==> src/thermo_regs.svh <==
// Register offsets, field positions, reset values and timing counts.
// Assumes a byte-addressed Avalon-MM slave with 32-bit data words.
`ifndef THERMO_REGS_SVH
`define THERMO_REGS_SVH

`define OFS_CTRL 6'h00
`define OFS_HIGH_TRIP 6'h04
`define OFS_LOW_TRIP 6'h08
`define OFS_TEMP 6'h0C
`define OFS_COUNT 6'h10
`define OFS_BASE 6'h14
`define OFS_SLOPE 6'h18
`define OFS_STEP 6'h1C
`define OFS_CMD 6'h20
`define OFS_IRQ_STAT 6'h24
`define OFS_IRQ_MASK 6'h28

`define CTRL_POL 0
`define CTRL_HIGH_FLAG 1
`define CTRL_LOW_FLAG 2
`define CTRL_DONE 3

`define IRQ_DONE 0
`define IRQ_HIGH 1
`define IRQ_LOW 2

`define TEMP_MIN 9'h192
`define TEMP_MAX 9'h0FA
`define RST_HIGH_TRIP 9'h050
`define RST_LOW_TRIP 9'h03C
`define RST_BASE 16'h0100
`define RST_SLOPE 16'h0040
`define RST_STEP 16'h0001
`define RST_POL 1'h1

`define CONV_MAX_MS 500
`define CLK_HZ 40000000

`endif

==> src/thermo_pkg.sv <==
// Types shared by the thermometer core and its helper modules.
// Assumes thermo_regs.svh supplies all numeric constants.
package thermo_pkg;
    typedef enum logic [1:0] {
        CMD_NONE,
        CMD_TEMP,
        CMD_COUNT,
        CMD_SLOPE
    } read_cmd_e;

    typedef enum logic {
        MEAS_IDLE,
        MEAS_GATE
    } meas_state_e;

    typedef struct packed {
        logic [8:0] temp;
        logic [15:0] count;
    } conv_result_s;

    typedef struct packed {
        logic level;
        logic rise;
        logic fall;
    } edge_s;
endpackage

==> src/sync_edge.sv <==
// Two-flop synchroniser for a pin, with rise and fall detection.
// Assumes the pin is slow against sys_clk_i, at least four cycles a level.
`timescale 1ns/100ps
module sync_edge (
    // Clock and reset.
    input wire logic sys_clk_i,
    input wire logic rst_i,
    // Pin and its edges.
    input wire logic pin_i,
    output thermo_pkg::edge_s edges_o
);
    import thermo_pkg::*;

    logic [2:0] sync_ff;
    logic [2:0] nxt_sync;

    // Only the second and third stages feed the edge logic.
    always_comb begin
        nxt_sync = {sync_ff[1:0], pin_i};
    end

    always_ff @(posedge sys_clk_i or posedge rst_i) begin
        if (rst_i) begin
            sync_ff <= 3'h0;
        end else begin
            sync_ff <= nxt_sync;
        end
    end

    // One assignment drives the whole struct: level, rise, fall.
    assign edges_o = {sync_ff[1], sync_ff[1] & ~sync_ff[2],
                      ~sync_ff[1] & sync_ff[2]};
endmodule // sync_edge

==> src/msb_shifter.sv <==
// Open-drain serial shifter sending a 16-bit word most significant first.
// Assumes the serial clock edges arrive already synchronised.
`timescale 1ns/100ps
module msb_shifter (
    // Clock and reset.
    input wire logic sys_clk_i,
    input wire logic rst_i,
    // Word to send.
    input wire logic load_i,
    input wire logic [15:0] word_i,
    // Serial clock edges and data pin.
    input thermo_pkg::edge_s sclk_i,
    output logic data_o,
    output logic data_oe_n_o
);
    import thermo_pkg::*;

    logic [15:0] shift_ff;
    logic [15:0] nxt_shift;
    logic [4:0] left_ff;
    logic [4:0] nxt_left;

    always_comb begin
        nxt_shift = shift_ff;
        nxt_left = left_ff;
        if (load_i) begin
            nxt_shift = word_i;
            nxt_left = 5'h10;
        end else if (sclk_i.fall && left_ff != 5'h0) begin
            nxt_shift = {shift_ff[14:0], 1'b0};
            nxt_left = 5'(left_ff - 5'h1);
        end
    end

    always_ff @(posedge sys_clk_i or posedge rst_i) begin
        if (rst_i) begin
            shift_ff <= 16'h0;
            left_ff <= 5'h0;
        end else begin
            shift_ff <= nxt_shift;
            left_ff <= nxt_left;
        end
    end

    // A one bit releases the line, so only zeros are driven.
    assign data_o = 1'b0;
    assign data_oe_n_o = ~(left_ff != 5'h0 && !shift_ff[15]);

    msb_first_a: assert property (@(posedge sys_clk_i) disable iff (rst_i)
        load_i |=> data_oe_n_o == $past(word_i[15]))
        else $error("Shifter did not start with the top bit.");
endmodule // msb_shifter

==> src/thermo_core.sv <==
// Temperature measurement and thermostat core with Avalon-MM registers.
// Assumes gate and count oscillators and serial clock are asynchronous pins.
// Behaviour
// Gate start presets counter and temperature
// Counter expiry increments temperature one step
// Reload counter from slope accumulator, repeat
// Temperature read gives 9-bit half-degree value
// Serial data goes most significant first
// Byte one whole degrees, byte two half
// Temperature spans lowest to highest value
// Counter read gives remainder at gate end
// Slope command copies accumulator to count
// Master may compute finer resolution itself
// Thermostat re-evaluated after each conversion
// Output on at high, off below low
// Active output level is selectable
// Conversion finishes within maximum conversion time
// Polarity one active high, zero low
// Sticky high flag, cleared by writing zero
// Sticky low flag, cleared by writing zero
// Output holds between conversions
// Readout changes only when conversion completes
`include "thermo_regs.svh"
`timescale 1ns/100ps
module thermo_core #(
    parameter int CONV_CYCLES = `CONV_MAX_MS * (`CLK_HZ / 1000)
) (
    // Clock and reset.
    input wire logic sys_clk_i,
    input wire logic rst_i,
    // Avalon-MM slave.
    input wire logic [5:0] address_i,
    input wire logic read_i,
    input wire logic write_i,
    input wire logic [31:0] writedata_i,
    output logic [31:0] readdata_o,
    output logic waitrequest_o,
    // Oscillator pins.
    input wire logic gate_osc_i,
    input wire logic count_osc_i,
    // Serial read-out pins.
    input wire logic scl_i,
    output logic sda_o,
    output logic sda_oe_n_o,
    // Thermostat and interrupt.
    output logic tout_o,
    output logic irq_o
);
    import thermo_pkg::*;

    function automatic logic at_least(input logic [8:0] a,
                                      input logic [8:0] b);
        return $signed(a) >= $signed(b);
    endfunction

    function automatic logic [15:0] temp_word(input logic [8:0] t);
        return {t[8:1], t[0], 7'h00};
    endfunction

    edge_s gate_e;
    edge_s osc_e;
    edge_s scl_e;

    sync_edge gate_sync (
        .sys_clk_i(sys_clk_i),
        .rst_i(rst_i),
        .pin_i(gate_osc_i),
        .edges_o(gate_e)
    );

    sync_edge osc_sync (
        .sys_clk_i(sys_clk_i),
        .rst_i(rst_i),
        .pin_i(count_osc_i),
        .edges_o(osc_e)
    );

    sync_edge scl_sync (
        .sys_clk_i(sys_clk_i),
        .rst_i(rst_i),
        .pin_i(scl_i),
        .edges_o(scl_e)
    );

    // Bus register group.
    logic ack_ff, nxt_ack;
    logic [31:0] rdata_ff, nxt_rdata;
    logic pol_ff, nxt_pol;
    logic [8:0] high_trip_ff, nxt_high_trip;
    logic [8:0] low_trip_ff, nxt_low_trip;
    logic [15:0] base_ff, nxt_base;
    logic [15:0] slope_ff, nxt_slope;
    logic [15:0] step_ff, nxt_step;
    logic [2:0] mask_ff, nxt_mask;
    read_cmd_e cmd_ff, nxt_cmd;
    logic wr_go;

    // Measurement group.
    meas_state_e state_ff, nxt_state;
    logic [15:0] cnt_ff, nxt_cnt;
    logic [8:0] temp_ff, nxt_temp;
    logic [15:0] acc_ff, nxt_acc;
    logic [24:0] timer_ff, nxt_timer;
    conv_result_s res_ff, nxt_res;
    logic [15:0] count_reg_ff, nxt_count_reg;
    logic done_ff, nxt_done;
    logic conv_end;
    logic expire;

    // Thermostat and status group.
    logic hyst_ff, nxt_hyst;
    logic high_flag_ff, nxt_high_flag;
    logic low_flag_ff, nxt_low_flag;
    logic [2:0] irq_stat_ff, nxt_irq_stat;
    logic [2:0] irq_set;

    // A single wait state lets read data come from a flip-flop.
    assign waitrequest_o = (read_i | write_i) & ~ack_ff;
    assign wr_go = write_i & ack_ff;
    assign readdata_o = rdata_ff;

    always_comb begin
        nxt_ack = (read_i | write_i) & ~ack_ff;
        nxt_rdata = rdata_ff;
        nxt_pol = pol_ff;
        nxt_high_trip = high_trip_ff;
        nxt_low_trip = low_trip_ff;
        nxt_base = base_ff;
        nxt_slope = slope_ff;
        nxt_step = step_ff;
        nxt_mask = mask_ff;
        nxt_cmd = CMD_NONE;
        if (read_i && !ack_ff) begin
            unique case (address_i)
                `OFS_CTRL: nxt_rdata = {28'h0, done_ff, low_flag_ff,
                                        high_flag_ff, pol_ff};
                `OFS_HIGH_TRIP: nxt_rdata = {23'h0, high_trip_ff};
                `OFS_LOW_TRIP: nxt_rdata = {23'h0, low_trip_ff};
                `OFS_TEMP: nxt_rdata = {16'h0, temp_word(res_ff.temp)};
                `OFS_COUNT: nxt_rdata = {16'h0, count_reg_ff};
                `OFS_BASE: nxt_rdata = {16'h0, base_ff};
                `OFS_SLOPE: nxt_rdata = {16'h0, slope_ff};
                `OFS_STEP: nxt_rdata = {16'h0, step_ff};
                `OFS_IRQ_STAT: nxt_rdata = {29'h0, irq_stat_ff};
                `OFS_IRQ_MASK: nxt_rdata = {29'h0, mask_ff};
                default: nxt_rdata = 32'h0;
            endcase
        end
        if (wr_go) begin
            unique case (address_i)
                `OFS_CTRL: nxt_pol = writedata_i[`CTRL_POL];
                `OFS_HIGH_TRIP: nxt_high_trip = writedata_i[8:0];
                `OFS_LOW_TRIP: nxt_low_trip = writedata_i[8:0];
                `OFS_BASE: nxt_base = writedata_i[15:0];
                `OFS_SLOPE: nxt_slope = writedata_i[15:0];
                `OFS_STEP: nxt_step = writedata_i[15:0];
                `OFS_CMD: nxt_cmd = read_cmd_e'(writedata_i[1:0]);
                `OFS_IRQ_MASK: nxt_mask = writedata_i[2:0];
                default: nxt_cmd = CMD_NONE;
            endcase
        end
    end

    always_ff @(posedge sys_clk_i or posedge rst_i) begin
        if (rst_i) begin
            ack_ff <= 1'b0;
            rdata_ff <= 32'h0;
            pol_ff <= `RST_POL;
            high_trip_ff <= `RST_HIGH_TRIP;
            low_trip_ff <= `RST_LOW_TRIP;
            base_ff <= `RST_BASE;
            slope_ff <= `RST_SLOPE;
            step_ff <= `RST_STEP;
            mask_ff <= 3'h0;
            cmd_ff <= CMD_NONE;
        end else begin
            ack_ff <= nxt_ack;
            rdata_ff <= nxt_rdata;
            pol_ff <= nxt_pol;
            high_trip_ff <= nxt_high_trip;
            low_trip_ff <= nxt_low_trip;
            base_ff <= nxt_base;
            slope_ff <= nxt_slope;
            step_ff <= nxt_step;
            mask_ff <= nxt_mask;
            cmd_ff <= nxt_cmd;
        end
    end

    // The timeout closes a gate that never falls, bounding conversion time.
    assign conv_end = (state_ff == MEAS_GATE) &&
        (gate_e.fall || timer_ff == 25'(CONV_CYCLES - 1));
    assign expire = (state_ff == MEAS_GATE) && !conv_end && osc_e.rise &&
        cnt_ff <= 16'h0001;

    always_comb begin
        nxt_state = state_ff;
        nxt_cnt = cnt_ff;
        nxt_temp = temp_ff;
        nxt_acc = acc_ff;
        nxt_timer = timer_ff;
        nxt_res = res_ff;
        nxt_count_reg = count_reg_ff;
        nxt_done = done_ff;
        unique case (state_ff)
            MEAS_IDLE: begin
                if (gate_e.rise) begin
                    nxt_cnt = base_ff;
                    nxt_temp = `TEMP_MIN;
                    nxt_acc = slope_ff;
                    nxt_timer = 25'h0;
                    nxt_done = 1'b0;
                    nxt_state = MEAS_GATE;
                end
            end
            MEAS_GATE: begin
                nxt_timer = conv_end ? timer_ff : 25'(timer_ff + 25'h1);
                if (conv_end) begin
                    nxt_res.temp = temp_ff;
                    nxt_res.count = cnt_ff;
                    nxt_count_reg = cnt_ff;
                    nxt_done = 1'b1;
                    nxt_state = MEAS_IDLE;
                end else if (expire) begin
                    if (temp_ff != `TEMP_MAX) begin
                        nxt_temp = 9'(temp_ff + 9'h1);
                    end
                    nxt_cnt = acc_ff;
                    nxt_acc = 16'(acc_ff + step_ff);
                end else if (osc_e.rise) begin
                    nxt_cnt = 16'(cnt_ff - 16'h1);
                end
            end
        endcase
        if (cmd_ff == CMD_SLOPE && !conv_end) begin
            nxt_count_reg = acc_ff;
        end
    end

    always_ff @(posedge sys_clk_i or posedge rst_i) begin
        if (rst_i) begin
            state_ff <= MEAS_IDLE;
            cnt_ff <= 16'h0;
            temp_ff <= `TEMP_MIN;
            acc_ff <= 16'h0;
            timer_ff <= 25'h0;
            res_ff <= {`TEMP_MIN, 16'h0};
            count_reg_ff <= 16'h0;
            done_ff <= 1'b0;
        end else begin
            state_ff <= nxt_state;
            cnt_ff <= nxt_cnt;
            temp_ff <= nxt_temp;
            acc_ff <= nxt_acc;
            timer_ff <= nxt_timer;
            res_ff <= nxt_res;
            count_reg_ff <= nxt_count_reg;
            done_ff <= nxt_done;
        end
    end

    // Flags and status bits: a set in the clearing cycle wins.
    always_comb begin
        nxt_hyst = hyst_ff;
        nxt_high_flag = high_flag_ff;
        nxt_low_flag = low_flag_ff;
        irq_set = 3'h0;
        if (wr_go && address_i == `OFS_CTRL) begin
            nxt_high_flag = high_flag_ff & writedata_i[`CTRL_HIGH_FLAG];
            nxt_low_flag = low_flag_ff & writedata_i[`CTRL_LOW_FLAG];
        end
        if (conv_end) begin
            irq_set[`IRQ_DONE] = 1'b1;
            if (at_least(temp_ff, high_trip_ff)) begin
                nxt_hyst = 1'b1;
                nxt_high_flag = 1'b1;
                irq_set[`IRQ_HIGH] = 1'b1;
            end else if (!at_least(temp_ff, low_trip_ff)) begin
                nxt_hyst = 1'b0;
            end
            if (at_least(low_trip_ff, temp_ff)) begin
                nxt_low_flag = 1'b1;
                irq_set[`IRQ_LOW] = 1'b1;
            end
        end
        nxt_irq_stat = irq_stat_ff;
        if (wr_go && address_i == `OFS_IRQ_STAT) begin
            nxt_irq_stat = irq_stat_ff & ~writedata_i[2:0];
        end
        nxt_irq_stat = nxt_irq_stat | irq_set;
    end

    always_ff @(posedge sys_clk_i or posedge rst_i) begin
        if (rst_i) begin
            hyst_ff <= 1'b0;
            high_flag_ff <= 1'b0;
            low_flag_ff <= 1'b0;
            irq_stat_ff <= 3'h0;
        end else begin
            hyst_ff <= nxt_hyst;
            high_flag_ff <= nxt_high_flag;
            low_flag_ff <= nxt_low_flag;
            irq_stat_ff <= nxt_irq_stat;
        end
    end

    assign tout_o = pol_ff ? hyst_ff : ~hyst_ff;
    assign irq_o = |(irq_stat_ff & mask_ff);

    // Serial read-out; the slope command only copies, it sends nothing.
    msb_shifter readout (
        .sys_clk_i(sys_clk_i),
        .rst_i(rst_i),
        .load_i(cmd_ff == CMD_TEMP || cmd_ff == CMD_COUNT),
        .word_i(cmd_ff == CMD_TEMP ? temp_word(res_ff.temp)
                                   : count_reg_ff),
        .sclk_i(scl_e),
        .data_o(sda_o),
        .data_oe_n_o(sda_oe_n_o)
    );

    preset_load_a: assert property (@(posedge sys_clk_i) disable iff (rst_i)
        state_ff == MEAS_IDLE && gate_e.rise |=>
        temp_ff == `TEMP_MIN && cnt_ff == $past(base_ff))
        else $error("Gate start did not preset counter and temperature.");
    temp_step_a: assert property (@(posedge sys_clk_i) disable iff (rst_i)
        expire && temp_ff != `TEMP_MAX |=>
        temp_ff == 9'($past(temp_ff) + 9'h1))
        else $error("Counter expiry did not step the temperature.");
    slope_reload_a: assert property (@(posedge sys_clk_i) disable iff (rst_i)
        expire |=> cnt_ff == $past(acc_ff) && state_ff == MEAS_GATE)
        else $error("Counter not reloaded from the slope accumulator.");
    temp_range_a: assert property (@(posedge sys_clk_i) disable iff (rst_i)
        at_least(temp_ff, `TEMP_MIN) && at_least(`TEMP_MAX, temp_ff))
        else $error("Temperature left its range.");
    temp_read_a: assert property (@(posedge sys_clk_i) disable iff (rst_i)
        read_i && !waitrequest_o && address_i == `OFS_TEMP |->
        readdata_o[6:0] == 7'h0 && readdata_o[15:7] == res_ff.temp)
        else $error("Temperature read has the wrong layout.");
    count_keep_a: assert property (@(posedge sys_clk_i) disable iff (rst_i)
        conv_end |=> count_reg_ff == $past(cnt_ff))
        else $error("Remaining count not captured at gate end.");
    slope_copy_a: assert property (@(posedge sys_clk_i) disable iff (rst_i)
        cmd_ff == CMD_SLOPE && !conv_end |=>
        count_reg_ff == $past(acc_ff))
        else $error("Slope command did not copy the accumulator.");
    trip_high_a: assert property (@(posedge sys_clk_i) disable iff (rst_i)
        conv_end && at_least(temp_ff, high_trip_ff) |=>
        tout_o == pol_ff && high_flag_ff)
        else $error("High trip not signalled after conversion.");
    trip_low_a: assert property (@(posedge sys_clk_i) disable iff (rst_i)
        conv_end && at_least(low_trip_ff, temp_ff) |=> low_flag_ff)
        else $error("Low flag not set after conversion.");
    tout_hold_a: assert property (@(posedge sys_clk_i) disable iff (rst_i)
        !conv_end && !wr_go |=> $stable(tout_o) && $stable(res_ff))
        else $error("Output or readout changed between conversions.");
    conv_time_a: assert property (@(posedge sys_clk_i) disable iff (rst_i)
        timer_ff < 25'(CONV_CYCLES))
        else $error("Conversion ran past its maximum time.");
endmodule // thermo_core

==> config.mk <==
export PLATFORM = sky130hd
export DESIGN_NAME = thermo_core
export DESIGN_NICKNAME = d
export VERILOG_FILES = /design/src/thermo_pkg.sv /design/src/sync_edge.sv /design/src/msb_shifter.sv /design/src/thermo_core.sv
export VERILOG_INCLUDE_DIRS = /design/src
export SDC_FILE = /design/constraint.sdc
export NUM_CORES = 1
export LEC_CHECK = 0
export ABC_AREA = 1
export BUFFER_PORTS_ARGS = -buffer_cell sky130_fd_sc_hd__buf_2
export CAP_MARGIN = 20
export CORE_UTILIZATION = 40
export CTS_CLUSTER_DIAMETER = 40
export DETAILED_ROUTE_END_ITERATION = 10
export SYNTH_ARGS = -nofsm -noshare
export SYNTH_HDL_FRONTEND = slang
export SYNTH_SLANG_ARGS = --single-unit
export TNS_END_PERCENT = 100
==> constraint.sdc <==
create_clock -name sys_clk_i -period 17.9 [get_ports sys_clk_i]
set_input_delay 1.79 -clock sys_clk_i [delete_from_list [all_inputs] [get_ports sys_clk_i]]
set_output_delay 1.79 -clock sys_clk_i [all_outputs]
set_load 0.02 [all_outputs]
== Word level (Yosys, flattened, before mapping) ==
Index checks and enable logic that the tools add are counted.
Cells by class
  multiplexer cells: 47
  reductions and logical operators: 36
  add/sub/neg operators: 5
  eq/ne operators: 22
  bitwise logic cells: 21
  magnitude comparators: 4
Operator list (number)
  2-to-1 mux 16 bit: 13
  case mux 16 bit (10 select lines): 1
  case mux 16 bit (2 select lines): 2
  2-to-1 mux 25 bit: 2
  case mux 25 bit (2 select lines): 1
  2-to-1 mux 9 bit: 4
  >= comparator 9 bit: 3
  adder 25 x 1 -> 25 bit (second input constant): 1
  equality test 25 bit (second input constant): 1
  equality test 6 x 5 -> 1 bit (second input constant): 4
  AND reduction 2 bit: 12
  equality test 6 bit (second input constant): 3
  case mux 9 bit (2 select lines): 1
  adder 16 bit: 1
  less-or-equal comparator 16 x 1 -> 1 bit (second input constant): 1
  subtractor 16 x 1 -> 16 bit (second input constant): 1
  2-to-1 mux 1 bit: 15
  equality test 6 x 4 -> 1 bit (second input constant): 2
  logical AND 1 bit: 10
  2-to-1 mux 5 bit: 2
  adder 9 x 1 -> 9 bit (second input constant): 1
  inequality test 9 x 8 -> 1 bit (second input constant): 1
  bitwise AND 1 bit: 8
  NOT 1 bit: 8
  other kinds (22): 37
Word-level totals
  bits of input ports: 45
  register bits: 234

== Longest topological paths before layout ==
Gate-level depths: netlist (run 1).
  word-level depth: 11
  mapped depth: 14
  gate-level depth less buffers: 12

== Hierarchy ==
From an unflattened synthesis (run 1), not the netlist that was laid out.
Second synthesis, totals
  cell total of the unflattened synthesis: 1702
  area, all modules: 12849.8 um^2
Modules (own cells, without submodules)
  thermo_core: cells each 1533, area an instance 11355.9 um^2, seq. area each 4727.0 um^2, times used 1
  msb_shifter: cells each 142, area an instance 1189.9 um^2, seq. area each 525.5 um^2, times used 1
  sync_edge: cells each 9, area an instance 101.3 um^2, seq. area each 75.1 um^2, times used 3

== Least setup slack after synthesis (run 1) ==
No wires, ideal clock.
  path type: input port to output port
  start point: input write_i
  end point: output waitrequest_o
  slack: 13.990 ns
  arrival time: 2.120 ns
  cell stages on the path: 2
  path buffers: 0
  data required time: 16.110 ns
  path through: nor2_1 -> nor2_1
Between the ends
  cells in the longest elaborated chain, start to end: 2
Ends and longest elaborated chain
  start: declaration: RTL line thermo_core.sv:34  | input wire logic write_i,
  bitwise OR 1 bit: RTL line thermo_core.sv:118  | assign waitrequest_o = (read_i | write_i) & ~ack_ff;
  bitwise AND 1 bit: RTL line thermo_core.sv:118
  end: declaration: RTL line thermo_core.sv:37  | output logic waitrequest_o,
Every way passes these cells.

== Final worst setup path (run 1) ==
Same ends and word-level chain as after synthesis.

==> reports/metrics.cfg, run 1 <==
[clock_tree]
cts_tree=yes
clk_pin_slew_ns=0.05
post_cts_resize_count=0
clkSinkCount=218
clkLatencyLatePin_ns=0.52
numCtsBuffers=38
cts-root-buf=clkbuf_16
clock_path_buffers=3
ctsHoldBuffers=0
htreeDepth=2
cts_setup_buffers=0

[placement]
gp_congestion=0.9334
io_buffers=48
post-place-cells=2029
post-dp-hpwl_mm=26.75

[final_layout]
synthToLayoutAreaGrowth_pct=14.36
drive_gt1_frac=0.1011
final_common_cell=nand2_1
antenna_cells=0
fin_cells=2098
final_cell_mix=nand2_1, dfrtp_1, inv_1
fin_nets=1761
final_core_util=0.4640

[worst_setup_path]
worst_r2r_path_depth=7
cp-end-kind=primary output
cp_data_required_time_ns=16.11
worstSetupPathType=input port to primary output
reg2reg_from=cmd_ff[0]$_DFF_PP0_
worstPathArrival_ns=2.22
cp_slowest_cell=buf_2
path_cells=buf_2 -> nor2_1 -> nor2_1 -> buf_2
cpPeakStageDelay_ns=0.18
timing.rr.end=readout.left_ff[2]$_DFFE_PP0P_
crit_path_start_kind=input port
worstPathMaxFanout=2
rrSetupSlack_ns=14.52

[synthesis]
synth.avg_cell_area_sq_um=7.584
synth_area_sq_mm=0.01238
yosysSeqAreaShare=0.4426
ys_ff_latch=218
yosysUniqueCellTypes=51
ys_warn_count=0
synth_cells=1632

[power_and_ir_drop]
power_density_mw_per_mm2=126.4
p_leak_uw=0.006718
vdd_drop_max_uv=58.65

[sta]
worstMarginPinSlew_ns=1.042
rsz0062_at_grt=false
relSlewSlack=0.3038
fin_worst_skew_ns=0.01779
fin_crit_sh=0.2239
slew_viol_final=0
setup_tns_ns=0
whs_ns=0.3466
fin_crit_ns=4.008
setup_violations=0
max_freq_mhz=249.5
hold_viol=0

[global_route]
grt_start_max_net_pins=96
grt_pass1_vias=10530
antenna_found_initial=0
grt_overflow_total=0
grtUsageTotal=0.2462
grt_pass1_wl_mm=59.60

[route]
antenna_left=0
wl_per_cell_um=17.75
drt_iter0_drc=961
drc=0
vias=11090
wl_mm=37.23
drtPass1Iterations=5
routed_via_density=5.286

[flow_run]
maxCapViolCount=0

[floorplan]
die_h_um=177.9
pin_count=82
rows=64
initial_utilization=0.4057
core_sq_mm=0.03051
die_area_sq_mm=0.03165
die_w_um=177.9

[min_path]
min_path_type=flop to flop
hold_end=scl_sync.sync_ff[1]$_DFF_PP0_
whs_path_depth=0
min_from=scl_sync.sync_ff[0]$_DFF_PP0_

[run_status]
status=finished clean

## layer usage
| layer | vias to the layer above | wire length (um) | track usage |
|---|---|---|---|
| li1 | 5374 | - | - |
| met5 | - | 0 | 0 |
| met3 | 63 | 2429 | 0.03792 |
| met4 | 0 | 900 | 0.07372 |
| met2 | 347 | 15730 | 0.3601 |
| met1 | 5305 | 18180 | 0.3704 |
## critical path: cells and delay by family
kind | cells | cell delay (ns)
AND/OR/NAND/NOR | 2 | 0.16
buffers and inverters | 2 | 0.27
## final cells by class
cell class	count	area, sq um
Timing Repair Buffer	53	277.8
Tap cell	396	495.5
Fill cell	3073	16350
Clock buffer	48	1040
Sequential cell	218	5479
Clock inverter	21	249.0
Multi-Input combinational cell	1157	5837
Inverter	205	777.0
## stage by stage
step / cell area (sq um) / setup WS (ns) / power [uW]
floorplan: 12440 / 10.18 / 938.2
global placement: 12870 / 13.48 / 1048
detailed placement: 12870 / 13.39 / 1057
CTS: 14150 / 13.88 / 1800
global route: 14150 / 13.68 / 1888
finish: 14150 / 13.89 / 1789
## Yosys cell counts (all sizes together)
cell,n,area (sq um)
ha,42,525.5
a22o,4,35.03
nand3b,7,52.55
o22ai,10,62.56
o31ai,7,52.55
or2,6,37.54
dfrtp,200,5005
nand4,21,146.4
nor2,147,615.6
nor4,5,31.28
a22oi,6,45.04
a211oi,4,30.03
o211ai,25,187.7
buf,32,217.7
o221ai,1,8.760
a21oi,65,325.3
nand3,100,505.5
conb,1,3.750
a31oi,2,12.51
nand2b,1,6.260
o2111a,1,11.26
o21a,2,15.01
o31a,1,8.760
inv,201,754.5
clkbuf,36,135.1
nor3b,1,7.510
o2111ai,4,35.03
clkinv,4,15.01
o21bai,1,7.510
nand2,439,1660
nor3,19,100.1
dfstp,18,473.0
or3,1,6.260
xnor2,6,52.55
xor2,22,192.7
fa,1,20.02
o21ai,189,975.9
## flip-flops by register name, summed over array words and instances, names as in the netlist, 5 cells and up
name / flops
timer_ff: 25
temp_ff: 9
high_trip_ff: 9
slope_ff: 16
low_trip_ff: 9
count_reg_ff: 16
readdata_o: 16
readout.left_ff: 5
cnt_ff: 16
step_ff: 16
base_ff: 16
res_ff: 9
readout.shift_ff: 16
acc_ff: 16
## power by group
part	internal, uW	switching [uW]	total, uW
clock	473	261	734
sequential	588	98.8	686
combinational	130	239	369
total	1190	598	1790
## worst max path at each step
stage | start | to | slack [ns] | cells after the start
after detailed placement | address_i[0] | slope_ff[5]$_DFFE_PP0P_ | 13.39 | 8
after global placement | address_i[0] | slope_ff[6]$_DFFE_PP1P_ | 13.48 | 8
after global routing | address_i[1] | slope_ff[5]$_DFFE_PP0P_ | 13.68 | 8
after CTS | write_i | waitrequest_o | 13.88 | 4
final | write_i | waitrequest_o | 13.89 | 4
after floorplan | rst_i | acc_ff[0]$_DFFE_PP0P_ | 10.18 | 1
## logic make-up (layout without fill, tap and decap cells)
family | after synthesis | in the layout | synth area share
and+or+nand+nor | 747 | 747 | 0.2561
AOI/OAI and AO/OA | 322 | 322 | 0.1465
buffers and inverters | 273 | 327 | 0.09068
DFF | 218 | 218 | 0.4426
adders and majority gates | 43 | 43 | 0.04408
xor gates and xnor gates | 28 | 28 | 0.01981
other | 1 | 17 | 0.0003030
(Power assumes the default switching activity.)
==> inputs of run 2 (changes only) <==
--- a/config.mk
+++ b/config.mk
@@ -6,7 +6,7 @@
 export SDC_FILE = /design/constraint.sdc
 export NUM_CORES = 1
 export LEC_CHECK = 0
-export ABC_AREA = 1
+export ABC_AREA = 0
 export BUFFER_PORTS_ARGS = -buffer_cell sky130_fd_sc_hd__buf_2
 export CAP_MARGIN = 20
 export CORE_UTILIZATION = 40
==> constraint.sdc (replaced) <==
create_clock -name sys_clk_i -period 4.15 [get_ports sys_clk_i]
set_input_delay 0.415 -clock sys_clk_i [delete_from_list [all_inputs] [get_ports sys_clk_i]]
set_output_delay 0.415 -clock sys_clk_i [all_outputs]
set_load 0.02 [all_outputs]
==> run 2 against run 1 <==
Net effect: combinational power grew to 3.9 times the previous value; global-route usage shrank 3.4 points; sequential power grew to 4.4 times the previous value; synthesized cell count shrank 27%; critical path type is now flop to flop; largest cell class unchanged; largest power group unchanged.
==> reports/metrics.cfg, run 2 <==
[sta]
fin_crit_sh=0.6612
fin_worst_skew_ns=0.01516  ; was 0.01779 ns
slew_viol_final=0  ; unchanged
setup_violations=0  ; unchanged
setup_tns_ns=0  ; unchanged
relSlewSlack=0.3840  ; was 0.3038
rsz0062_at_grt=false  ; unchanged
whs_ns=0.1544  ; was 0.3466 ns
hold_viol=0  ; unchanged
fin_crit_ns=2.744
worstMarginPinSlew_ns=0.9240  ; was 1.042 ns
max_freq_mhz=364.5

[floorplan]
die_h_um=175.4  ; was 177.9 um
core_sq_mm=0.02964  ; was 0.03051 sq mm
die_w_um=175.4  ; was 177.9 um
pin_count=82  ; unchanged
die_area_sq_mm=0.03075  ; was 0.03165 sq mm
initial_utilization=0.4056  ; was 0.4057
rows=63  ; was 64

[route]
wl_mm=31.97  ; was 37.23 mm
vias=9159  ; was 11,090
wl_met2_mm=14.55  ; was 15.73 mm
drc=0  ; unchanged
wl_met1_mm=14.67  ; was 18.18 mm
drtPass1Iterations=5  ; unchanged
antenna_left=0  ; unchanged
routed_via_density=5.501  ; was 5.286
top_layer_used=met5  ; was met4
wl_per_cell_um=19.20  ; was 17.75 um
drt_iter0_drc=495  ; was 961
wl_met3_mm=1.500  ; was 2.429 mm

[min_path]
min_from=writedata_i[9]  ; was scl_sync.sync_ff[0]$_DFF_PP0_
hold_end=base_ff[9]$_DFFE_PP0P_  ; was scl_sync.sync_ff[1]$_DFF_PP0_
min_path_type=input port to flop  ; was flop to flop
whs_path_depth=2  ; was 0

[clock_tree]
clock_path_buffers=3  ; unchanged
clkLatencyLatePin_ns=0.52  ; about the same
clkSinkCount=218  ; unchanged
numCtsBuffers=40  ; was 38
htreeDepth=2  ; unchanged
cts_tree=yes  ; unchanged
cts-root-buf=clkbuf_16  ; unchanged
clk_pin_slew_ns=0.05  ; about the same

[worst_setup_path]
worstSetupPathType=flop to flop  ; was input port to primary output
cpPeakStageDelay_ns=0.74  ; was 0.18 ns
cp_num_buf_inv=0  ; was 2
timing.rr.end=cnt_ff[10]$_DFFE_PP0P_  ; was readout.left_ff[2]$_DFFE_PP0P_
cp_data_required_time_ns=4.58  ; was 16.11 ns
crit_path_start_kind=flop  ; was input port
worst_r2r_path_depth=7  ; unchanged
cp_slowest_cell=and2_1  ; was buf_2
path_depth=7  ; was 4
path_cells=or2_2 -> nor4_2 -> and2_1 -> nand2_1 -> o2bb2ai_1 -> a21oi_1 -> a2bb2oi_1  ; was buf_2 -> nor2_1 -> nor2_1 -> buf_2
worstPathMaxFanout=15  ; was 2
path_delay_family=simple AND/OR/NAND/NOR gates  ; was buffers and inverters
rrSetupSlack_ns=1.41  ; was 14.52 ns
worstPathArrival_ns=3.18  ; was 2.22 ns
cp-end-kind=flop  ; was primary output
reg2reg_from=cnt_ff[10]$_DFFE_PP0P_  ; was cmd_ff[0]$_DFF_PP0_

[flow_run]
maxCapViolCount=0  ; unchanged

[global_route]
grt_pass1_vias=8983  ; was 10,530
grtUsageTotal=0.2123  ; was 0.2462
grt_pass1_wl_mm=50.75  ; was 59.60 mm
grt_start_max_net_pins=165  ; was 96
antenna_found_initial=1  ; was 0
grt_overflow_total=0  ; unchanged

[final_layout]
largest_register_ff_count=25  ; unchanged
final_core_util=0.4747  ; was 0.4640
multi_input_area_sq_mm=0.006073  ; was 0.005837 sq mm
regMostFlops=timer_ff  ; unchanged
fill_cells=2782  ; was 3,073
final_cell_mix=dfrtp_1, nand2_1, nor2_1  ; was nand2_1, dfrtp_1, inv_1
final_common_cell=dfrtp_1  ; was nand2_1
drive_gt1_frac=0.2188  ; was 0.1011
seqCellArea_sq_mm=0.005478  ; was 0.005479 sq mm
antenna_cells=0  ; unchanged
synthToLayoutAreaGrowth_pct=17.02  ; was 14.36%
fin_cells=1665  ; was 2,098
fin_nets=1332  ; was 1,761

[synthesis]
synth-edff-count=0  ; unchanged
yosysSeqAreaShare=0.4556  ; was 0.4426
ys_warn_count=0  ; unchanged
synth_area_leaders=dfrtp_1, mux2_2, nand2_1  ; was dfrtp_1, nand2_1, o21ai_0
yosys-top-cells-count=dfrtp_1, nand2_1, nor2_1  ; was nand2_1, dfrtp_1, inv_1
synth.largest_area_cell=dfrtp_1  ; unchanged
synth.most_common_cell=dfrtp_1  ; was nand2_1
synth_area_sq_mm=0.01202  ; was 0.01238 sq mm
ys_ff_latch=218  ; unchanged
yosysUniqueCellTypes=83  ; was 51
synth-main-ff-cell=dfrtp_1  ; unchanged
synth_cells=1191  ; was 1,632
synth.avg_cell_area_sq_um=10.09  ; was 7.584 sq um
yosysTopAreaCellShare=0.4163  ; was 0.4044
ys_async_sr_fraction=1.000  ; unchanged

[power_and_ir_drop]
vdd_drop_max_uv=262.2  ; was 58.65 uV
power_density_mw_per_mm2=566.6  ; was 126.4 mW/mm^2
total_power_uw=7972  ; was 1789 uW
p_leak_uw=0.006266  ; was 0.006718 uW

[run_status]
status=finished clean  ; unchanged

[placement]
io_buffers=48  ; unchanged
gp_congestion=0.8609  ; was 0.9334
post-dp-hpwl_mm=22.02  ; was 26.75 mm
post-place-cells=1589  ; was 2,029

[run 2: cell families (layout without fill, tap and decap cells)]
kind of cell             Yosys count  after routing  synth area share
AND/OR/NAND/NOR                  382            382            0.1607
AO/OA/AOI/OAI                    272            272            0.1393
flip-flops                       218            218            0.4556
multiplexers                     127            127            0.1286
buffers and inverters            114            182           0.04527
adder cells (fa/ha/maj)           43             43           0.04537
XOR/XNOR                          34             34           0.02477
other                              1             17         0.0003119
[run 2: area by class of cell]
class	count	share of cell area
timing repair buffer	67	0.02864
clock buffer	44	0.07506
tap	390	0.03469
sequential	218	0.3894
multi-input combinational	875	0.4317
inverter	42	0.01147
clock inverter	29	0.02908
[run 2: worst max-delay path by stage]
stage / from / to
3_3_place_gp: cnt_ff[10]$_DFFE_PP0P_ / acc_ff[12]$_DFFE_PP0P_
5_1_grt: cnt_ff[0]$_DFFE_PP0P_ / temp_ff[2]$_DFFE_PP0P_
6_report: cnt_ff[10]$_DFFE_PP0P_ / cnt_ff[10]$_DFFE_PP0P_
3_5_place_dp: cnt_ff[10]$_DFFE_PP0P_ / acc_ff[12]$_DFFE_PP0P_
4_1_cts: timer_ff[0]$_DFFE_PP0P_ / high_flag_ff$_DFF_PP0_
2_1_floorplan: rst_i / acc_ff[0]$_DFFE_PP0P_
[run 2: stage by stage]
stage	setup WS [ns]	instance area (sq um)
6_report	1.406	14070
5_1_grt	1.215	14070
4_1_cts	1.396	14070
3_5_place_dp	1.424	12570
3_3_place_gp	1.437	12570
2_1_floorplan	0.9096	12090
[run 2: per-layer routing]
metal,vias to the layer above,track usage
li1,4331,-
met1,4542,0.2883
met2,218,0.3332
met3,66,0.03701
met4,2,0.09094
met5,-,0
[run 2: what timing repair did]
item / 4_1_cts / 5_1_grt
setup buffers: 0 / 0
hold endpoints to repair: 3 / 0
resized for setup: 0 / 0
hold buffers: 3 / 0
[run 2: power breakdown]
| part | switching (uW) | total [uW] | internal (uW) | leakage, uW |
|---|---|---|---|---|
| clock | 1170 | 3530 | 2360 | 0.000702 |
| sequential | 458 | 3000 | 2540 | 0.00275 |
| combinational | 788 | 1440 | 652 | 0.00281 |
| total | 2420 | 7970 | 5550 | 0.00627 |
==> inputs of run 3 (changes only) <==
==> constraint.sdc (replaced) <==
create_clock -name sys_clk_i -period 2.8 [get_ports sys_clk_i]
set_input_delay 0.28 -clock sys_clk_i [delete_from_list [all_inputs] [get_ports sys_clk_i]]
set_output_delay 0.28 -clock sys_clk_i [all_outputs]
set_load 0.02 [all_outputs]
==> run 3 against run 2 <==
Net effect: via count up 0.56%; non-clock buffer count up 16; sequential share of layout area up 0.24 points; hold slack worse by 0.12 ns; clock skew up 0.011 ns; combinational power up 50%; register-to-register slack worse by 1.1 ns; clock power up 26%; clock-buffer cell count down 4; utilization down 0.29 points; routed wire length up 0.72%; critical path type unchanged.
==> reports/metrics.cfg, run 3 (same netlist as run 2, synthesis figures left out) <==
[run_status]
status=finished clean  ; unchanged

[route]
vias=9210  ; was 9,159
wl_per_cell_um=19.25  ; was 19.20 um
drtPass1Iterations=6  ; was 5
drt_iter0_drc=656  ; was 495
wl_mm=32.20  ; was 31.97 mm
drc=0  ; unchanged
routed_via_density=5.505  ; was 5.501
antenna_left=0  ; unchanged

[global_route]
grtUsageTotal=0.2150  ; was 0.2123
antenna_found_initial=1  ; unchanged
grt_pass1_wl_mm=51.43  ; was 50.75 mm
grt_overflow_total=0  ; unchanged
grt_pass1_vias=9110  ; was 8,983
grt_start_max_net_pins=80  ; was 165

[sta]
fin_crit_ns=2.514  ; was 2.744 ns
fin_worst_skew_ns=0.02588  ; was 0.01516 ns
hold_viol=0  ; unchanged
max_freq_mhz=397.8  ; was 364.5 MHz
relSlewSlack=0.3728  ; was 0.3840
slew_viol_final=0  ; unchanged
setup_violations=0  ; unchanged
fin_crit_sh=0.8977  ; was 0.6612
worstMarginPinSlew_ns=0.9409  ; was 0.9240 ns
rsz0062_at_grt=false  ; unchanged

[clock_tree]
clk_pin_slew_ns=0.06  ; was 0.05 ns
cts-root-buf=clkbuf_16  ; unchanged
clkLatencyLatePin_ns=0.51  ; was 0.52 ns
numCtsBuffers=37  ; was 40
cts_tree=yes  ; unchanged
clkSinkCount=218  ; unchanged
post_cts_resize_count=0  ; unchanged
clock_path_buffers=3  ; unchanged
htreeDepth=2  ; unchanged

[final_layout]
drive_gt1_frac=0.2214  ; was 0.2188
largest_register_ff_count=25  ; unchanged
synthToLayoutAreaGrowth_pct=16.31  ; was 17.02%
regMostFlops=timer_ff  ; unchanged
design_area_sq_mm=0.01398  ; was 0.01407 sq mm
final_common_cell=dfrtp_1  ; unchanged
fin_nets=1345  ; was 1,332
final_cell_mix=dfrtp_1, nand2_1, nor2_1  ; unchanged
antenna_cells=0  ; unchanged

[worst_setup_path]
path_cells=ha_1 -> inv_1 -> fa_1 -> nor2b_1 -> o21a_1 -> a311o_1 -> o31ai_2 -> o21ai_0 -> mux2_2 -> nand2_1  ; was or2_2 -> nor4_2 -> and2_1 -> nand2_1 -> o2bb2ai_1 -> a21oi_1 -> a2bb2oi_1
cp_data_required_time_ns=3.23  ; was 4.58 ns
worstPathArrival_ns=2.94  ; was 3.18 ns
worstPathMaxFanout=3  ; was 15
cp-end-kind=flop  ; unchanged
cp_num_buf_inv=1  ; was 0
path_delay_family=compound AO/OA/AOI/OAI gates  ; was simple AND/OR/NAND/NOR gates
cp_slowest_cell=dfstp_2  ; was and2_1
worst_r2r_path_depth=10  ; was 7
timing.rr.end=acc_ff[14]$_DFFE_PP0P_  ; was cnt_ff[10]$_DFFE_PP0P_
cpPeakStageDelay_ns=0.54  ; was 0.74 ns
worstSetupPathType=flop to flop  ; unchanged
crit_path_start_kind=flop  ; unchanged
rrSetupSlack_ns=0.29  ; was 1.41 ns
reg2reg_from=step_ff[0]$_DFFE_PP1P_  ; was cnt_ff[10]$_DFFE_PP0P_

[min_path]
min_from=writedata_i[15]  ; was writedata_i[9]
whs_path_depth=2  ; unchanged
min_path_type=input port to flop  ; unchanged
hold_end=slope_ff[15]$_DFFE_PP0P_  ; was base_ff[9]$_DFFE_PP0P_

[floorplan]
die_w_um=175.4  ; unchanged
rows=63  ; unchanged
die_h_um=175.4  ; unchanged
die_area_sq_mm=0.03075  ; unchanged
core_sq_mm=0.02964  ; unchanged
pin_count=82  ; unchanged
initial_utilization=0.4056  ; unchanged

[placement]
place_area_sq_mm=0.01272  ; was 0.01257 sq mm
gp_congestion=0.8659  ; was 0.8609
io_buffers=48  ; unchanged
post-dp-hpwl_mm=22.73  ; was 22.02 mm

[power_and_ir_drop]
power_density_mw_per_mm2=790.8  ; was 566.6 mW/mm^2
total_power_uw=11060  ; was 7972 uW
p_leak_uw=0.006235  ; was 0.006266 uW
vdd_drop_max_uv=368.0  ; was 262.2 uV

[flow_run]
maxCapViolCount=0  ; unchanged

## run 3: changes by cell type in the layout (fill, tap and decap cells not counted), sizes merged
cell / change
clkinv: -4
inv: +4
dlygate4sd3: +1
bufinv: -5
clkinvlp: +1
clkbuf: -4
buf: +15
## run 3: layer usage
metal  wire [um]  vias up  GRT usage
li1            -     4351          -
met1       14270     4541     0.2882
met2       15110      250     0.3507
met3        1826       66    0.03593
met4         989        2    0.07572
met5          10        -          0
## run 3: final cells by class
cell class | count | area, sq um
multi-input combinational | 875 | 6073
timing repair buffer | 83 | 566.8
clock buffer | 40 | 947.2
sequential | 218 | 5478
inverter | 42 | 161.4
fill | 2782 | 15660
tap | 390 | 488.0
clock inverter | 25 | 269.0
## run 3: how the worst max path moves through the flow
stage | startpoint | to | depth (start not counted)
final | step_ff[0]$_DFFE_PP1P_ | acc_ff[14]$_DFFE_PP0P_ | 10
after global routing | timer_ff[0]$_DFFE_PP0P_ | cnt_ff[14]$_DFFE_PP0P_ | 7
after CTS | readout.left_ff[0]$_DFFE_PP0P_ | readout.left_ff[4]$_DFFE_PP0P_ | 9
after detailed placement | readout.left_ff[0]$_DFFE_PP0P_ | readout.left_ff[4]$_DFFE_PP0P_ | 9
after global placement | readout.left_ff[0]$_DFFE_PP0P_ | readout.left_ff[4]$_DFFE_PP0P_ | 9
after floorplan | rst_i | acc_ff[0]$_DFFE_PP0P_ | 1
## run 3: metrics by stage
stage	hold slack [ns]	setup WS [ns]	util	setup TNS, ns	std cells
detailed placement	0.3356	0.1692	0.4290	0	1603
CTS	0.02075	0.1712	0.4714	0	1672
global route	0.03671	0.1621	0.4718	0	1673
global placement	0.3367	0.2038	0.4290	0	1603
finish	0.03738	0.2865	0.4718	0	1673
floorplan	0.3114	-0.3054	-	-61.08	1207
## run 3: where the power goes
| part | total [uW] | internal (uW) | switching [uW] |
|---|---|---|---|
| Combinational | 2160 | 989 | 1170 |
| Clock | 4450 | 2780 | 1670 |
| Sequential | 4450 | 3770 | 683 |
## run 3: what timing repair did
item,4_1_cts,5_1_grt
hold buffers,4,0
hold endpoints to repair,26,0
buffers inserted,0,0
